**config.mk**
```make
export PLATFORM = sky130hd
export DESIGN_NAME = dsc_config_regs
export DESIGN_NICKNAME = d
export VERILOG_FILES = /design/src/dsc_pkg.sv /design/src/dsc_config_regs.sv
export SDC_FILE = /design/constraint.sdc
export NUM_CORES = 1
export LEC_CHECK = 0
export ABC_AREA = 1
export BUFFER_PORTS_ARGS = -buffer_cell sky130_fd_sc_hd__buf_4
export CORE_UTILIZATION = 54
export CTS_BUF_LIST = sky130_fd_sc_hd__clkbuf_8
export DETAILED_ROUTE_END_ITERATION = 10
export PLACE_DENSITY = 0.76
export SYNTH_ARGS = -nofsm -noshare
export SYNTH_HDL_FRONTEND = slang
export SYNTH_SLANG_ARGS = --single-unit
```
**constraint.sdc**
```tcl
create_clock -name core_clk -period 1.45 [get_ports core_clk]
set_input_delay 0.0725 -clock core_clk [delete_from_list [all_inputs] [get_ports core_clk]]
set_output_delay 0.0725 -clock core_clk [all_outputs]
set_load 0.05 [all_outputs]
```
**src/dsc_pkg.sv**
```systemverilog
// Constants for the dual synthesizer configuration bank.
// Assumes a three-wire serial host and a core clock far faster than the serial clock.
package dsc_pkg;

  // Serial frame layout
  localparam int          FRAME_BITS     = 16;
  localparam int          ADDR_BITS      = 4;
  localparam int          DATA_BITS      = 12;
  localparam logic [4:0]  FRAME_COUNT    = 5'h10;

  // Register addresses
  localparam logic [3:0]  ADDR_AUX_DIV   = 4'h3;
  localparam logic [3:0]  ADDR_AUX_FRAC  = 4'h4;
  localparam logic [3:0]  ADDR_REF_DIV   = 4'h5;
  localparam logic [3:0]  ADDR_GAIN      = 4'h6;
  localparam logic [3:0]  ADDR_POWER     = 4'h7;

  // Reset values
  localparam logic [11:0] RST_AUX_DIV    = 12'h006;
  localparam logic [11:0] RST_ZERO       = 12'h000;

  // Field positions
  localparam int          AUX_DIV_MSB    = 8;
  localparam int          AUX_FRAC_MSB   = 9;
  localparam int          REF_MAIN_LSB   = 0;
  localparam int          REF_AUX_LSB    = 5;
  localparam int          GAIN_MAIN_LSB  = 0;
  localparam int          STEER_MAIN_BIT = 5;
  localparam int          GAIN_AUX_LSB   = 6;
  localparam int          STEER_AUX_BIT  = 11;
  localparam int          FULL_PD_BIT    = 0;
  localparam int          MAIN_PD_BIT    = 1;
  localparam int          MAIN_MODE_BIT  = 2;
  localparam int          FRACT_BIT      = 3;
  localparam int          AUX_PD_BIT     = 4;
  localparam int          AUX_MODE_BIT   = 5;
  localparam int          MUX_SEL_LSB    = 6;
  localparam int          MUX_TRI_BIT    = 9;

  // Monitor multiplexer codes
  typedef enum logic [2:0] {
    MUX_REF_OSC   = 3'h0,
    MUX_REF_AUX   = 3'h1,
    MUX_REF_MAIN  = 3'h2,
    MUX_PD_AUX    = 3'h3,
    MUX_PD_MAIN   = 3'h4,
    MUX_SDATA_OUT = 3'h5,
    MUX_TEST_OUT  = 3'h6,
    MUX_UNUSED    = 3'h7
  } dsc_mux_type;

endpackage : dsc_pkg

```
**src/dsc_config_regs.sv**
```systemverilog
// Write-only configuration bank of a dual fractional-N synthesizer, loaded over
// a three-wire serial port, with reference dividers and a monitor multiplexer.
// Assumes serial pins and the reference oscillator are asynchronous and slow
// compared with core_clk.
`timescale 1ns/1ps

// Notes on behaviour
// Aux divider holds nine-bit index
// Host loads nearest divide value minus 32
// Aux fraction holds ten-bit signed offset
// Main ref index low, aux next
// Reference dividers divide by index plus one
// Reference indices reset to zero
// Five-bit main detector gain field
// Five-bit aux detector gain field
// Main pin: lock indicator or steering
// Aux pin: lock indicator or steering
// Full power-down spares oscillator, serial, monitor
// Main power-down bit controls main synthesizer
// Main mode bit selects integer-N
// Fractionality bit selects modulator size
// Aux power-down bit controls aux synthesizer
// Aux mode bit selects integer-N
// Three-bit select drives monitor pin
// Tri-state bit releases monitor pin
// No write or power-up ordering needed
// Monitor select encoding in bits 8..6
// Address first, data next, MSB first
// Aux divider resets 0x006, others zero
// Registers update only on complete write
module dsc_config_regs (
  input  wire logic                   core_clk,
  input  wire logic                   arst_n,
  input  wire logic                   serClk,
  input  wire logic                   serSelN,
  input  wire logic                   serData,
  input  wire logic                   refOsc,
  input  wire logic                   main_detector_freq,
  input  wire logic                   aux_detector_freq,
  input  wire logic                   mainLocked,
  input  wire logic                   auxLocked,
  input  wire logic                   mainSteer,
  input  wire logic                   auxSteer,
  output logic [8:0]                  auxDivIndex,
  output logic [9:0]                  auxFraction,
  output logic [4:0]                  mainRefIndex,
  output logic [4:0]                  auxRefIndex,
  output logic [4:0]                  mainGain,
  output logic [4:0]                  auxGain,
  output logic                        mainPowerDown,
  output logic                        auxPowerDown,
  output logic                        fullPowerDown,
  output logic                        mainIntegerMode,
  output logic                        auxIntegerMode,
  output logic                        mainFrac10Bit,
  output logic                        refMainOut,
  output logic                        refAuxOut,
  output logic                        main_lock_steer_pin_o,
  output logic                        main_lock_steer_pin_oe,
  output logic                        aux_lock_steer_pin_o,
  output logic                        aux_lock_steer_pin_oe,
  output logic                        monitorOut,
  output logic                        monitorOutEn
);
  import dsc_pkg::*;

  // Next reference counter value, wrapping at the programmed index
  function automatic logic [4:0] refCountNext(input logic [4:0] cnt, input logic [4:0] idx);
    refCountNext = (cnt >= idx) ? 5'h00 : cnt + 5'h01;
  endfunction : refCountNext

  // High for the first half of the divide period, rounded up
  function automatic logic refHigh(input logic [4:0] cnt, input logic [4:0] idx);
    logic [5:0] ratio;
    ratio   = {1'b0, idx} + 6'h01;
    refHigh = ({1'b0, cnt} < ((ratio + 6'h01) >> 1));
  endfunction : refHigh

  // Two-stage synchronisers for all asynchronous inputs
  logic [5:0] syncA_reg;
  logic [5:0] syncB_reg;
  logic [5:0] syncC_reg;
  logic       sClk;
  logic       sSelN;
  logic       sData;
  logic       sOsc;
  logic       sPdMain;
  logic       sPdAux;
  logic       serRise;
  logic       selRise;
  logic       selFall;
  logic       oscRise;
  // Analog levels: bit 0 main lock, 1 aux lock, 2 main steer, 3 aux steer
  logic [3:0] anaA_reg;
  logic [3:0] anaB_reg;

  // Select resets high, its idle level, so no false select edge
  always_ff @(posedge core_clk or negedge arst_n) begin
    if (!arst_n) begin
      syncA_reg <= 6'h02;
      syncB_reg <= 6'h02;
      syncC_reg <= 6'h02;
      anaA_reg  <= 4'h0;
      anaB_reg  <= 4'h0;
    end else begin
      syncA_reg <= {aux_detector_freq, main_detector_freq, refOsc, serData, serSelN, serClk};
      syncB_reg <= syncA_reg;
      syncC_reg <= syncB_reg;
      anaA_reg  <= {auxSteer, mainSteer, auxLocked, mainLocked};
      anaB_reg  <= anaA_reg;
    end
  end

  assign sClk    = syncB_reg[0];
  assign sSelN   = syncB_reg[1];
  assign sData   = syncB_reg[2];
  assign sOsc    = syncB_reg[3];
  assign sPdMain = syncB_reg[4];
  assign sPdAux  = syncB_reg[5];
  assign serRise = sClk & ~syncC_reg[0];
  assign selRise = sSelN & ~syncC_reg[1];
  assign selFall = ~sSelN & syncC_reg[1];
  assign oscRise = sOsc & ~syncC_reg[3];

  // shift address then data, MSB first
  logic [15:0] shift_reg;
  logic [4:0]  bitCount_reg;

  always_ff @(posedge core_clk or negedge arst_n) begin
    if (!arst_n) begin
      shift_reg    <= 16'h0000;
      bitCount_reg <= 5'h00;
    end else if (selFall) begin
      bitCount_reg <= 5'h00;
    end else if (!sSelN && serRise) begin
      shift_reg <= {shift_reg[14:0], sData};
      if (bitCount_reg != 5'h1F) begin
        bitCount_reg <= bitCount_reg + 5'h01;
      end
    end
  end

  // commit only a complete frame at select release
  logic       frameDone;
  logic [3:0] frameAddr;
  logic [11:0] frameData;

  assign frameDone = selRise && (bitCount_reg == FRAME_COUNT);
  assign frameAddr = shift_reg[FRAME_BITS-1 -: ADDR_BITS];
  assign frameData = shift_reg[DATA_BITS-1:0];

  // reset values; R19 registers independent of write order
  logic [11:0] auxDiv_reg;
  logic [11:0] auxFrac_reg;
  logic [11:0] refDiv_reg;
  logic [11:0] gain_reg;
  logic [11:0] power_reg;

  always_ff @(posedge core_clk or negedge arst_n) begin
    if (!arst_n) begin
      auxDiv_reg  <= RST_AUX_DIV;
      auxFrac_reg <= RST_ZERO;
      refDiv_reg  <= RST_ZERO;
      gain_reg    <= RST_ZERO;
      power_reg   <= RST_ZERO;
    end else if (frameDone) begin
      case (frameAddr)
        ADDR_AUX_DIV:  auxDiv_reg  <= frameData;
        ADDR_AUX_FRAC: auxFrac_reg <= frameData;
        ADDR_REF_DIV:  refDiv_reg  <= frameData;
        ADDR_GAIN:     gain_reg    <= frameData;
        ADDR_POWER:    power_reg   <= frameData;
        default: begin
        end
      endcase
    end
  end

  // nine-bit aux divider index
  assign auxDivIndex     = auxDiv_reg[AUX_DIV_MSB:0];
  // ten-bit two's complement fraction
  assign auxFraction     = auxFrac_reg[AUX_FRAC_MSB:0];
  // reference index fields
  assign mainRefIndex    = refDiv_reg[REF_MAIN_LSB +: 5];
  assign auxRefIndex     = refDiv_reg[REF_AUX_LSB +: 5];
  // main detector gain
  assign mainGain        = gain_reg[GAIN_MAIN_LSB +: 5];
  // aux detector gain
  assign auxGain         = gain_reg[GAIN_AUX_LSB +: 5];
  // full power-down flag
  assign fullPowerDown   = power_reg[FULL_PD_BIT];
  // main power-down, also by full power-down
  assign mainPowerDown   = power_reg[MAIN_PD_BIT] | power_reg[FULL_PD_BIT];
  // aux power-down, also by full power-down
  assign auxPowerDown    = power_reg[AUX_PD_BIT] | power_reg[FULL_PD_BIT];
  // main integer-N mode
  assign mainIntegerMode = power_reg[MAIN_MODE_BIT];
  // aux integer-N mode
  assign auxIntegerMode  = power_reg[AUX_MODE_BIT];
  // modulator size select
  assign mainFrac10Bit   = power_reg[FRACT_BIT];

  // reference dividers counting oscillator edges
  logic [4:0] mainCnt_reg;
  logic [4:0] auxCnt_reg;
  logic       refMain_reg;
  logic       refAux_reg;

  always_ff @(posedge core_clk or negedge arst_n) begin
    if (!arst_n) begin
      mainCnt_reg <= 5'h00;
    end else if (mainPowerDown) begin
      mainCnt_reg <= 5'h00;
    end else if (oscRise) begin
      mainCnt_reg <= refCountNext(mainCnt_reg, mainRefIndex);
    end
  end

  always_ff @(posedge core_clk or negedge arst_n) begin
    if (!arst_n) begin
      auxCnt_reg <= 5'h00;
    end else if (auxPowerDown) begin
      auxCnt_reg <= 5'h00;
    end else if (oscRise) begin
      auxCnt_reg <= refCountNext(auxCnt_reg, auxRefIndex);
    end
  end

  // index zero passes the oscillator undivided
  always_ff @(posedge core_clk or negedge arst_n) begin
    if (!arst_n) begin
      refMain_reg <= 1'b0;
      refAux_reg  <= 1'b0;
    end else begin
      if (mainPowerDown) begin
        refMain_reg <= 1'b0;
      end else if (mainRefIndex == 5'h00) begin
        refMain_reg <= sOsc;
      end else begin
        refMain_reg <= refHigh(mainCnt_reg, mainRefIndex);
      end
      if (auxPowerDown) begin
        refAux_reg <= 1'b0;
      end else if (auxRefIndex == 5'h00) begin
        refAux_reg <= sOsc;
      end else begin
        refAux_reg <= refHigh(auxCnt_reg, auxRefIndex);
      end
    end
  end

  assign refMainOut = refMain_reg;
  assign refAuxOut  = refAux_reg;

  // Lock and steering pins
  logic mainPinO_reg;
  logic mainPinOe_reg;
  logic auxPinO_reg;
  logic auxPinOe_reg;

  always_ff @(posedge core_clk or negedge arst_n) begin
    if (!arst_n) begin
      mainPinO_reg  <= 1'b0;
      mainPinOe_reg <= 1'b0;
      auxPinO_reg   <= 1'b0;
      auxPinOe_reg  <= 1'b0;
    end else begin
      // main pin steering or open-collector lock
      if (gain_reg[STEER_MAIN_BIT]) begin
        mainPinO_reg  <= anaB_reg[2];
        mainPinOe_reg <= ~mainPowerDown;
      end else begin
        mainPinO_reg  <= 1'b0;
        mainPinOe_reg <= anaB_reg[0] & ~mainPowerDown;
      end
      // aux pin steering or open-collector lock
      if (gain_reg[STEER_AUX_BIT]) begin
        auxPinO_reg  <= anaB_reg[3];
        auxPinOe_reg <= ~auxPowerDown;
      end else begin
        auxPinO_reg  <= 1'b0;
        auxPinOe_reg <= anaB_reg[1] & ~auxPowerDown;
      end
    end
  end

  assign main_lock_steer_pin_o  = mainPinO_reg;
  assign main_lock_steer_pin_oe = mainPinOe_reg;
  assign aux_lock_steer_pin_o   = auxPinO_reg;
  assign aux_lock_steer_pin_oe  = auxPinOe_reg;

  // monitor multiplexer, alive in full power-down
  dsc_mux_type muxSel;
  logic        monitor_reg;
  logic        monitorEn_reg;

  assign muxSel = dsc_mux_type'(power_reg[MUX_SEL_LSB +: 3]);

  always_ff @(posedge core_clk or negedge arst_n) begin
    if (!arst_n) begin
      monitor_reg <= 1'b0;
    end else begin
      case (muxSel)
        MUX_REF_OSC:   monitor_reg <= sOsc;
        MUX_REF_AUX:   monitor_reg <= refAux_reg;
        MUX_REF_MAIN:  monitor_reg <= refMain_reg;
        MUX_PD_AUX:    monitor_reg <= sPdAux & ~auxPowerDown;
        MUX_PD_MAIN:   monitor_reg <= sPdMain & ~mainPowerDown;
        MUX_SDATA_OUT: monitor_reg <= shift_reg[FRAME_BITS-1];
        MUX_TEST_OUT:  monitor_reg <= frameDone;
        default:       monitor_reg <= 1'b0;
      endcase
    end
  end

  // tri-state control of monitor pin
  always_ff @(posedge core_clk or negedge arst_n) begin
    if (!arst_n) begin
      monitorEn_reg <= 1'b1;
    end else begin
      monitorEn_reg <= ~power_reg[MUX_TRI_BIT];
    end
  end

  assign monitorOut   = monitor_reg;
  assign monitorOutEn = monitorEn_reg;

endmodule : dsc_config_regs

```
==> impl_metrics.ini, run 1 <==
[global_route]
antenna_found_initial = 0
grt.total_usage = 0.272
grt_pass1_vias = 4184
grt_pass1_wl_mm = 20.1
grt_max_degree = 43
overflow = 0

[route]
vias_per_cell = 5.67
routed_wl_mm = 14.6
route.detailed.drc = 4
wire_per_inst_um = 18.7
first_iter_violations = 379
dr.pass1.iters = 11
vias = 4407
antenna_left = 0

[synth]
synth_top_area_share = 0.536
netlist_top_cells_count = 132 x nand2_1, 107 x dfrtp_1, 63 x inv_1
synth-edff-count = 0
syn_avg_cell_area_um2 = 9.43
synth-main-ff-cell = dfrtp_1
yosysTopAreaCell = dfrtp_1
yosysUniqueCellTypes = 27
post-synth-top-count-cell = nand2_1
async_flop_share = 1.00
synth_area_leaders = dfrtp_1 54%, nand2_1 9.9%, ha_1 6.3%
ys.warnings.count = 0
ys_ff_latch = 113
syn_area_um2 = 4990
synth_nets = 566
syn_inst = 529
synth_seq_area_share = 0.568

[cts]
cts_tree = built
insertion_delay_ns = 0.44
cts_root_buffer = clkbuf_8
cts_inserted_buffers = 17
clock_path_buffers = 2
path_clk_slew_ns = 0.08
htreeDepth = 4
clock_sinks = 113

[layout]
ff_latch_area_um2 = 2850
nFillCells = 455
area_growth_pct = 44.6
drive_above_1_share = 0.447
post-route-util = 0.816
antenna_cells = 0
final_nets = 693
multi_input_area_um2 = 2320
largest_register_ff_count = 16

[die]
initial_core_util = 0.564
num_io_pins = 65
coreArea_um2 = 8850
num_rows = 34
die_area_um2 = 9630
die_width_um = 98.1
die_y_um = 98.1

[place]
routabilityCongestion = 0.825
place_ws_ns = -0.0533
io_buffers = 64
dp_hpwl_mm = 7.67

[power]
combPwrFrac = 0.070
cellLeakagePower_nw = 3.40
ir_drop_uv = 740
power.share.clock = 0.452
p_sw_mw = 1.88
p_per_area_nw_per_um2 = 957
p_int_mw = 5.02
sequentialPowerShare = 0.479
swShare = 0.273

[setup_path]
crit_arrival_ns = 1.95
end_kind = register
worstPathMaxFanout = 5
cp-start-kind = register
crit_type = register to register
crit_required_ns = 1.77

[sta]
setup_viol = 63
max_freq_mhz = 612
relSlewSlack = 0.702
rsz0062_at_grt = yes
min_period_ns = 1.63
setup_ws_ns = -0.184
finalSetupTns_ns = -6.74
worst_pin_slew_ns = 0.447
finClkSkew_ns = 0.0123
slew_violations = 0
finalCritPeriodShare = 1.13
hold_violations = 0

[min_path]
hp-class = input pin to async pin

[run_status]
outcome = finished with violations
violations = design-rule violations, negative setup slack

[flow_run]
cap_violations = 0
==> layout make-up <==
| class | instances | share of cell area |
|---|---|---|
| Inverter | 64 | 0.0333 |
| Sequential cell | 113 | 0.395 |
| Tap cell | 108 | 0.0187 |
| Multi-Input combinational cell | 330 | 0.322 |
| Clock inverter | 14 | 0.0236 |
| Clock buffer | 18 | 0.0343 |
| Timing Repair Buffer | 130 | 0.174 |
==> worst max-delay path, cell delays in order, from the launching register on <==
cell	delay, ns
dfrtp_1	0.42
inv_2	0.09
ha_4	0.13
nand2_2	0.06
nor2_4	0.15
buf_6	0.12
buf_6	0.09
nand3_4	0.14
buf_12	0.20
nand2_4	0.06
o21ai_2	0.05
==> path summary, 6_finish.rpt <==
check	startpoint	end	slack, ns	cells past startpoint
min reg2reg	syncA_reg[0]	syncB_reg[0]	0.35	0
max in group asynchronous	arst_n	auxDiv_reg[2]	0.78	3
max	bitCount_reg[0]	auxDiv_reg[8]	-0.18	10
min in group core_clk	mainLocked	anaA_reg[0]	0.28	2
max reg2reg	bitCount_reg[0]	auxDiv_reg[8]	-0.18	10
min	arst_n	gain_reg[0]	0.03	2
==> power groups by stage <==
stage	combinational, mW	sequential [mW]	clock, mW
CTS	0.437	3.30	3.14
detailed placement	0.381	3.36	0
global placement	0.369	3.35	0
finish	0.482	3.31	3.12
floorplan	0.158	3.37	0
global route	0.525	3.31	3.29
==> layout by cell type (no fill, tap or decap), types with 8 or more instances in the layout <==
master and count:
dlygate4sd3_1 11, dfrtp_1 97, nand3_1 24, inv_2 8
ha_4 8, buf_6 19, inv_1 56, ha_1 15
o21ai_1 26, nand2_2 24, nand2_4 24, nand2_1 85
clkbuf_8 18, dfrtp_2 10, o21ai_2 33, o21ai_0 16
buf_4 87, nor2_1 20
==> stage by stage <==
| stage | total power [mW] | instances | area [um^2] | hold slack (ns) |
|---|---|---|---|---|
| floorplan | 3.53 | 529 | 5070 | -0.223 |
| global placement | 3.72 | 700 | 5760 | -0.0628 |
| detailed placement | 3.74 | 700 | 5760 | -0.0652 |
| CTS | 6.88 | 761 | 6630 | 0.0215 |
| global route | 7.13 | 777 | 7220 | 0.0385 |
| finish | 6.91 | 777 | 7220 | 0.0276 |
==> timing repair <==
item / in CTS / in global routing
hold buffers: 11 / 0
buffers inserted: 12 / 12
resized for setup: 62 / 102
cloned: 6 / 5
pin swaps: 9 / 22
endpoints found under the setup margin: 56 / 69
hold endpoints to repair: 121 / 0
==> per-layer routing <==
metal | global-route usage | share of wire | up-vias
li1 | - | - | 1962
met1 | 0.357 | 0.39 | 2161
met2 | 0.424 | 0.50 | 240
met3 | 0.0759 | 0.071 | 44
met4 | 0.121 | 0.035 | 0
met5 | 0 | 0 | -
==> logic make-up after synthesis <==
group / after synthesis / share of synthesized area
AND/OR/NAND/NOR: 214 / 0.184
buffers and inverters: 86 / 0.0775
XOR/XNOR: 5 / 0.00878
AO/OA/AOI/OAI: 86 / 0.0995
flip-flops: 113 / 0.568
adder cells (fa/ha/maj): 25 / 0.0627
No activity file was read; power rests on OpenSTA's default activity.
==> run 2: changes to the inputs <==
--- a/config.mk
+++ b/config.mk
@@ -7,10 +7,14 @@
 export LEC_CHECK = 0
 export ABC_AREA = 1
 export BUFFER_PORTS_ARGS = -buffer_cell sky130_fd_sc_hd__buf_4
-export CORE_UTILIZATION = 54
+export CELL_PAD_IN_SITES_DETAIL_PLACEMENT = 0
+export CELL_PAD_IN_SITES_GLOBAL_PLACEMENT = 2
+export CORE_UTILIZATION = 34
 export CTS_BUF_LIST = sky130_fd_sc_hd__clkbuf_8
 export DETAILED_ROUTE_END_ITERATION = 10
-export PLACE_DENSITY = 0.76
+export PLACE_DENSITY = 0.77
+export REMOVE_ABC_BUFFERS = 1
 export SYNTH_ARGS = -nofsm -noshare
 export SYNTH_HDL_FRONTEND = slang
 export SYNTH_SLANG_ARGS = --single-unit
+export TNS_END_PERCENT = 5
==> run 2 against run 1 <==
  * Power fell by 5.2%
  * Clock skew increased by 0.00051 ns
  * Via count decreased by 12%
  * Die area is 57% higher
  * Global-route usage is 10 points lower
  * Wire length is 17% lower
  * Clock-buffer cell count shrank 1
  * Worst hold slack better by 0.056 ns
  * Clock power shrank 10%
  * Critical path type unchanged
  * Register-to-register slack gained 0.06 ns
  * Design area is 5.0% lower
  * The run ends with negative setup slack left
  * Fmax rose by 4.0%
==> impl_metrics.ini, run 2 (synthesis results as in run 1) <==
[cts]
path_clk_slew_ns = 0.07
insertion_delay_ns = 0.43
cts_tree = built
htreeDepth = 4
clock_path_buffers = 2
clock_sinks = 113
cts_root_buffer = clkbuf_8
cts_inserted_buffers = 17

[sta]
min_period_ns = 1.57
finalCritPeriodShare = 1.08
worst_pin_slew_ns = 0.360
setup_ws_ns = -0.121
rsz0062_at_grt = yes
hold_violations = 0
max_freq_mhz = 637
finClkSkew_ns = 0.0128
slew_violations = 0
relSlewSlack = 0.760
holdWs_ns = 0.0833
finalSetupTns_ns = -1.99
setup_viol = 46

[die]
num_io_pins = 65
die_width_um = 123
num_rows = 43
initial_core_util = 0.354
coreArea_um2 = 14100
die_area_um2 = 15200
die_y_um = 123

[route]
routed.top_layer = met4
antenna_left = 0
routedLengthMet1_mm = 5.82
wl_met3_um = 519
first_iter_violations = 230
route.detailed.drc = 0
wl_met2_mm = 5.59
routed_wl_mm = 12.1
dr.pass1.iters = 4
vias = 3880
wire_per_inst_um = 14.2
vias_per_cell = 4.57

[place]
dp.cells = 794
dp_hpwl_mm = 7.94
io_buffers = 64
routabilityCongestion = 0.790

[setup_path]
crit_type = register to register
crit_required_ns = 1.76
crit_arrival_ns = 1.88
crit_start = bitCount_reg[0]
r2r_start = bitCount_reg[0]
worstPathMaxFanout = 6
worstReg2RegEnd = gain_reg[2]
end_kind = register
reg2reg_slack_ns = -0.12
rr_worst_depth = 8
cp-start-kind = register

[power]
combPwrFrac = 0.069
cellLeakagePower_nw = 3.30
ir_drop_uv = 567
power_mw = 6.55
p_sw_mw = 1.67
swShare = 0.255
power.share.clock = 0.427
p_int_mw = 4.88
p_per_area_nw_per_um2 = 955
sequentialPowerShare = 0.504

[global_route]
grt.total_usage = 0.170
grt_max_degree = 44
grt_pass1_wl_mm = 19.3
overflow = 0
grt_pass1_vias = 3807
antenna_found_initial = 0

[run_status]
outcome = finished with violations
violations = negative setup slack

[layout]
area_growth_pct = 37.4
post-route-util = 0.486
drive_above_1_share = 0.374
antenna_cells = 0
final_common_cell = dfrtp_1
final_nets = 693
layout_common_cells = 104 x dfrtp_1, 101 x buf_4, 96 x nand2_1
layout.cells.non_filler = 849
largest_register_ff_count = 16

[flow_run]
cap_violations = 0

[min_path]
hp-class = input pin to async pin
-- run 2: cell count changes in the layout (fill, tap and decap cells not counted), sizes merged --
cell | before | now
inv | 72 | 68
clkinv | 2 | 7
clkbuf | 22 | 19
buf | 115 | 117
-- run 2: critical path, stage by stage, from the launching register on --
cell and delay (ns):
dfrtp_1 0.40, inv_2 0.08, ha_4 0.13, nand2_4 0.05, nor2_4 0.25, nand3_4 0.21
buf_12 0.21, nand2_2 0.06, o21ai_2 0.05
-- run 2: worst max path at each step --
stage | end | slack [ns] | cells after the start
floorplan | refMainOut | -0.37 | 8
global placement | bitCount_reg[3] | -0.07 | 9
detailed placement | bitCount_reg[0] | -0.14 | 9
CTS | refMainOut | -0.05 | 8
global route | refMainOut | -0.19 | 8
finish | gain_reg[2] | -0.12 | 8
-- run 2: repair_timing --
item,CTS,global route
endpoints found under the hold margin,117,0
setup endpoints to repair,53,71
hold buffers,11,0
pin swaps,5,12
resized for setup,24,70
setup buffers,6,2
cloned,0,4
-- run 2: metrics by stage --
step	instance area, um^2	worst slack (ns)
global route	6860	-0.191
CTS	6520	-0.0504
global placement	5950	-0.0675
detailed placement	5950	-0.136
finish	6860	-0.121
floorplan	4840	-0.374
-- run 2: final cells by class --
class	count	area, um^2
fill	1376	7240
sequential	113	2840
multi-input combinational	330	2030
timing repair buffer	130	1150
inverter	64	243
clock buffer	17	234
tap	180	225
clock inverter	15	133
-- run 2: power by group through the flow --
stage	combinational (mW)	clock, mW	sequential, mW
after floorplan	0.157	0	3.37
after global placement	0.389	0	3.35
after detailed placement	0.396	0	3.36
after CTS	0.428	2.87	3.30
after global routing	0.504	3.04	3.31
final	0.452	2.80	3.30
-- run 2: per-layer routing --
layer,track usage,vias to the layer above
met3,0.0572,11
li1,-,1951
met2,0.250,64
met4,0.0557,0
met5,0,-
met1,0.235,1854
==> run 3: changes to the inputs <==
--- a/config.mk
+++ b/config.mk
@@ -9,6 +9,7 @@
 export BUFFER_PORTS_ARGS = -buffer_cell sky130_fd_sc_hd__buf_4
 export CELL_PAD_IN_SITES_DETAIL_PLACEMENT = 0
 export CELL_PAD_IN_SITES_GLOBAL_PLACEMENT = 2
+export CORE_MARGIN = 5
 export CORE_UTILIZATION = 34
 export CTS_BUF_LIST = sky130_fd_sc_hd__clkbuf_8
 export DETAILED_ROUTE_END_ITERATION = 10
==> run 3 against run 2 <==
  * The run still ends with negative setup slack left
  * Clock skew fell by 0.0016 ns
  * Via count fell by 1.7%
  * Fmax rose by 4.1%
  * Sequential share of layout area rose by 1.1 points
  * Combinational power fell by 5.8%
  * Sequential power barely moved
  * Largest cell class unchanged
  * Largest power group unchanged
==> impl_metrics.ini, run 3 (synthesis results as in run 1) <==
[run_status]
outcome = finished with violations
violations = negative setup slack

[global_route]
grt_max_degree = 35
grt_pass1_vias = 3761
grt_pass1_wl_mm = 19.3
grt.total_usage = 0.139
overflow = 0
antenna_found_initial = 0

[layout]
largest_register_ff_count = 16
layout_common_cells = 120 x nand2_1, 105 x dfrtp_1, 104 x buf_4
post-route-util = 0.461
area_growth_pct = 33.7
final_common_cell = nand2_1
final_nets = 691
antenna_cells = 0
drive_above_1_share = 0.327

[die]
num_rows = 44
die_area_um2 = 17200
die_width_um = 131
die_y_um = 131
initial_core_util = 0.345
coreArea_um2 = 14500
num_io_pins = 65

[sta]
finClkSkew_ns = 0.0112
rsz0062_at_grt = yes
holdWs_ns = 0.159
hold_violations = 0
min_period_ns = 1.51
worst_pin_slew_ns = 0.533
max_freq_mhz = 662
slew_violations = 0
setup_viol = 12
relSlewSlack = 0.644
setup_ws_ns = -0.0595
finalCritPeriodShare = 1.04

[place]
io_buffers = 64
routabilityCongestion = 0.734
dp_hpwl_mm = 8.03

[setup_path]
cp_slowest_cell = dfrtp_1
cp-endpoint = refAuxOut
crit_type = register to register
crit_arrival_ns = 1.87
worstReg2RegEnd = refAuxOut
worstPathMaxFanout = 3
cp_num_cells = 8
path_buf_inv = 0
critical-path-top-delay-family = adder cells
end_kind = register
crit_path_cell_trace = ha_4, xnor2_2, ha_1, nand2_1, nor2_1, o21ai_1, nand3_1, a21oi_2
r2r_start = refDiv_reg[7]
reg2reg_slack_ns = -0.06
cp-start-kind = register
crit_required_ns = 1.81
crit_start = refDiv_reg[7]
rr_worst_depth = 8
cp_slowest_stage_delay_ns = 0.44

[route]
antenna_left = 0
vias_per_cell = 4.48
first_iter_violations = 168
routed_wl_mm = 11.4
vias = 3814
wire_per_inst_um = 13.4
route.detailed.drc = 0
dr.pass1.iters = 4

[min_path]
hp-class = input pin to async pin

[cts]
clock_sinks = 113
cts_tree = built
path_clk_slew_ns = 0.08
insertion_delay_ns = 0.43
cts_root_buffer = clkbuf_8
cts_inserted_buffers = 17
htreeDepth = 4
clock_path_buffers = 2

[power]
combPwrFrac = 0.066
ir_drop_uv = 489
sequentialPowerShare = 0.512
cellLeakagePower_nw = 3.22
p_per_area_nw_per_um2 = 966
p_int_mw = 4.76
power.share.clock = 0.422
p_sw_mw = 1.69
swShare = 0.262

[flow_run]
cap_violations = 0
-- run 3: changes by cell type in the layout (fill, tap and decap cells not counted), sizes merged --
cell      change
bufinv        -1
clkbuf        -1
clkinv        -1
clkinvlp      +3
inv           -2
-- run 3: repair_timing --
| item | in CTS | in global routing |
|---|---|---|
| setup endpoints to repair | 40 | 71 |
| hold buffers | 11 | 0 |
| gates resized for setup | 23 | 31 |
| hold endpoints to repair | 63 | 0 |
| buffers inserted | 4 | 0 |
| pin swaps | 7 | 11 |
-- run 3: worst min path at each step --
stage,to,startpoint
floorplan,anaA_reg[0],arst_n
global placement,auxCnt_reg[3],arst_n
detailed placement,auxCnt_reg[1],arst_n
CTS,auxCnt_reg[3],arst_n
global route,auxCnt_reg[1],arst_n
finish,auxCnt_reg[1],arst_n
-- run 3: metrics by stage --
step | setup TNS (ns) | cells | area [um^2] | worst slack [ns] | power [mW]
after CTS | -0.336 | 851 | 6580 | -0.0762 | 6.54
after floorplan | -7.70 | 507 | 4840 | -0.374 | 3.53
after global placement | -0.394 | 804 | 6000 | -0.0375 | 3.75
after detailed placement | -0.776 | 804 | 6000 | -0.0808 | 3.76
final | -0.240 | 851 | 6670 | -0.0595 | 6.45
after global routing | -5.28 | 851 | 6670 | -0.180 | 6.74
-- run 3: power by group through the flow --
stage | sequential (mW) | clock (mW) | combinational [mW]
2_1_floorplan | 3.37 | 0 | 0.157
3_3_place_gp | 3.35 | 0 | 0.395
3_5_place_dp | 3.35 | 0 | 0.401
4_1_cts | 3.30 | 2.82 | 0.430
5_1_grt | 3.31 | 2.95 | 0.480
6_report | 3.30 | 2.72 | 0.426
-- run 3: area by class of cell --
type,count,area (um^2)
fillers,1395,7810
clock inverters,14,118
repair buffers,128,1090
flip-flops and latches,113,2840
multi-input cells,330,1910
well taps,184,230
clock buffers,18,248
inverters,64,240
-- run 3: worst register-to-register path, cell delays in order, from the launching register on --
cell	delay (ns)
dfrtp_1	0.44
ha_4	0.20
xnor2_2	0.13
ha_1	0.29
nand2_1	0.07
nor2_1	0.03
o21ai_1	0.06
nand3_1	0.09
a21oi_2	0.12
-- run 3: metal layers --
| metal | track usage | share of wire | routed length (um) | vias to the layer above |
|---|---|---|---|---|
| li1 | - | - | - | 1949 |
| met4 | 0.0450 | 0.0098 | 112 | 0 |
| met3 | 0.0440 | 0.046 | 522 | 7 |
| met5 | 0 | 0 | 0 | - |
| met2 | 0.207 | 0.45 | 5160 | 73 |
| met1 | 0.193 | 0.49 | 5640 | 1785 |
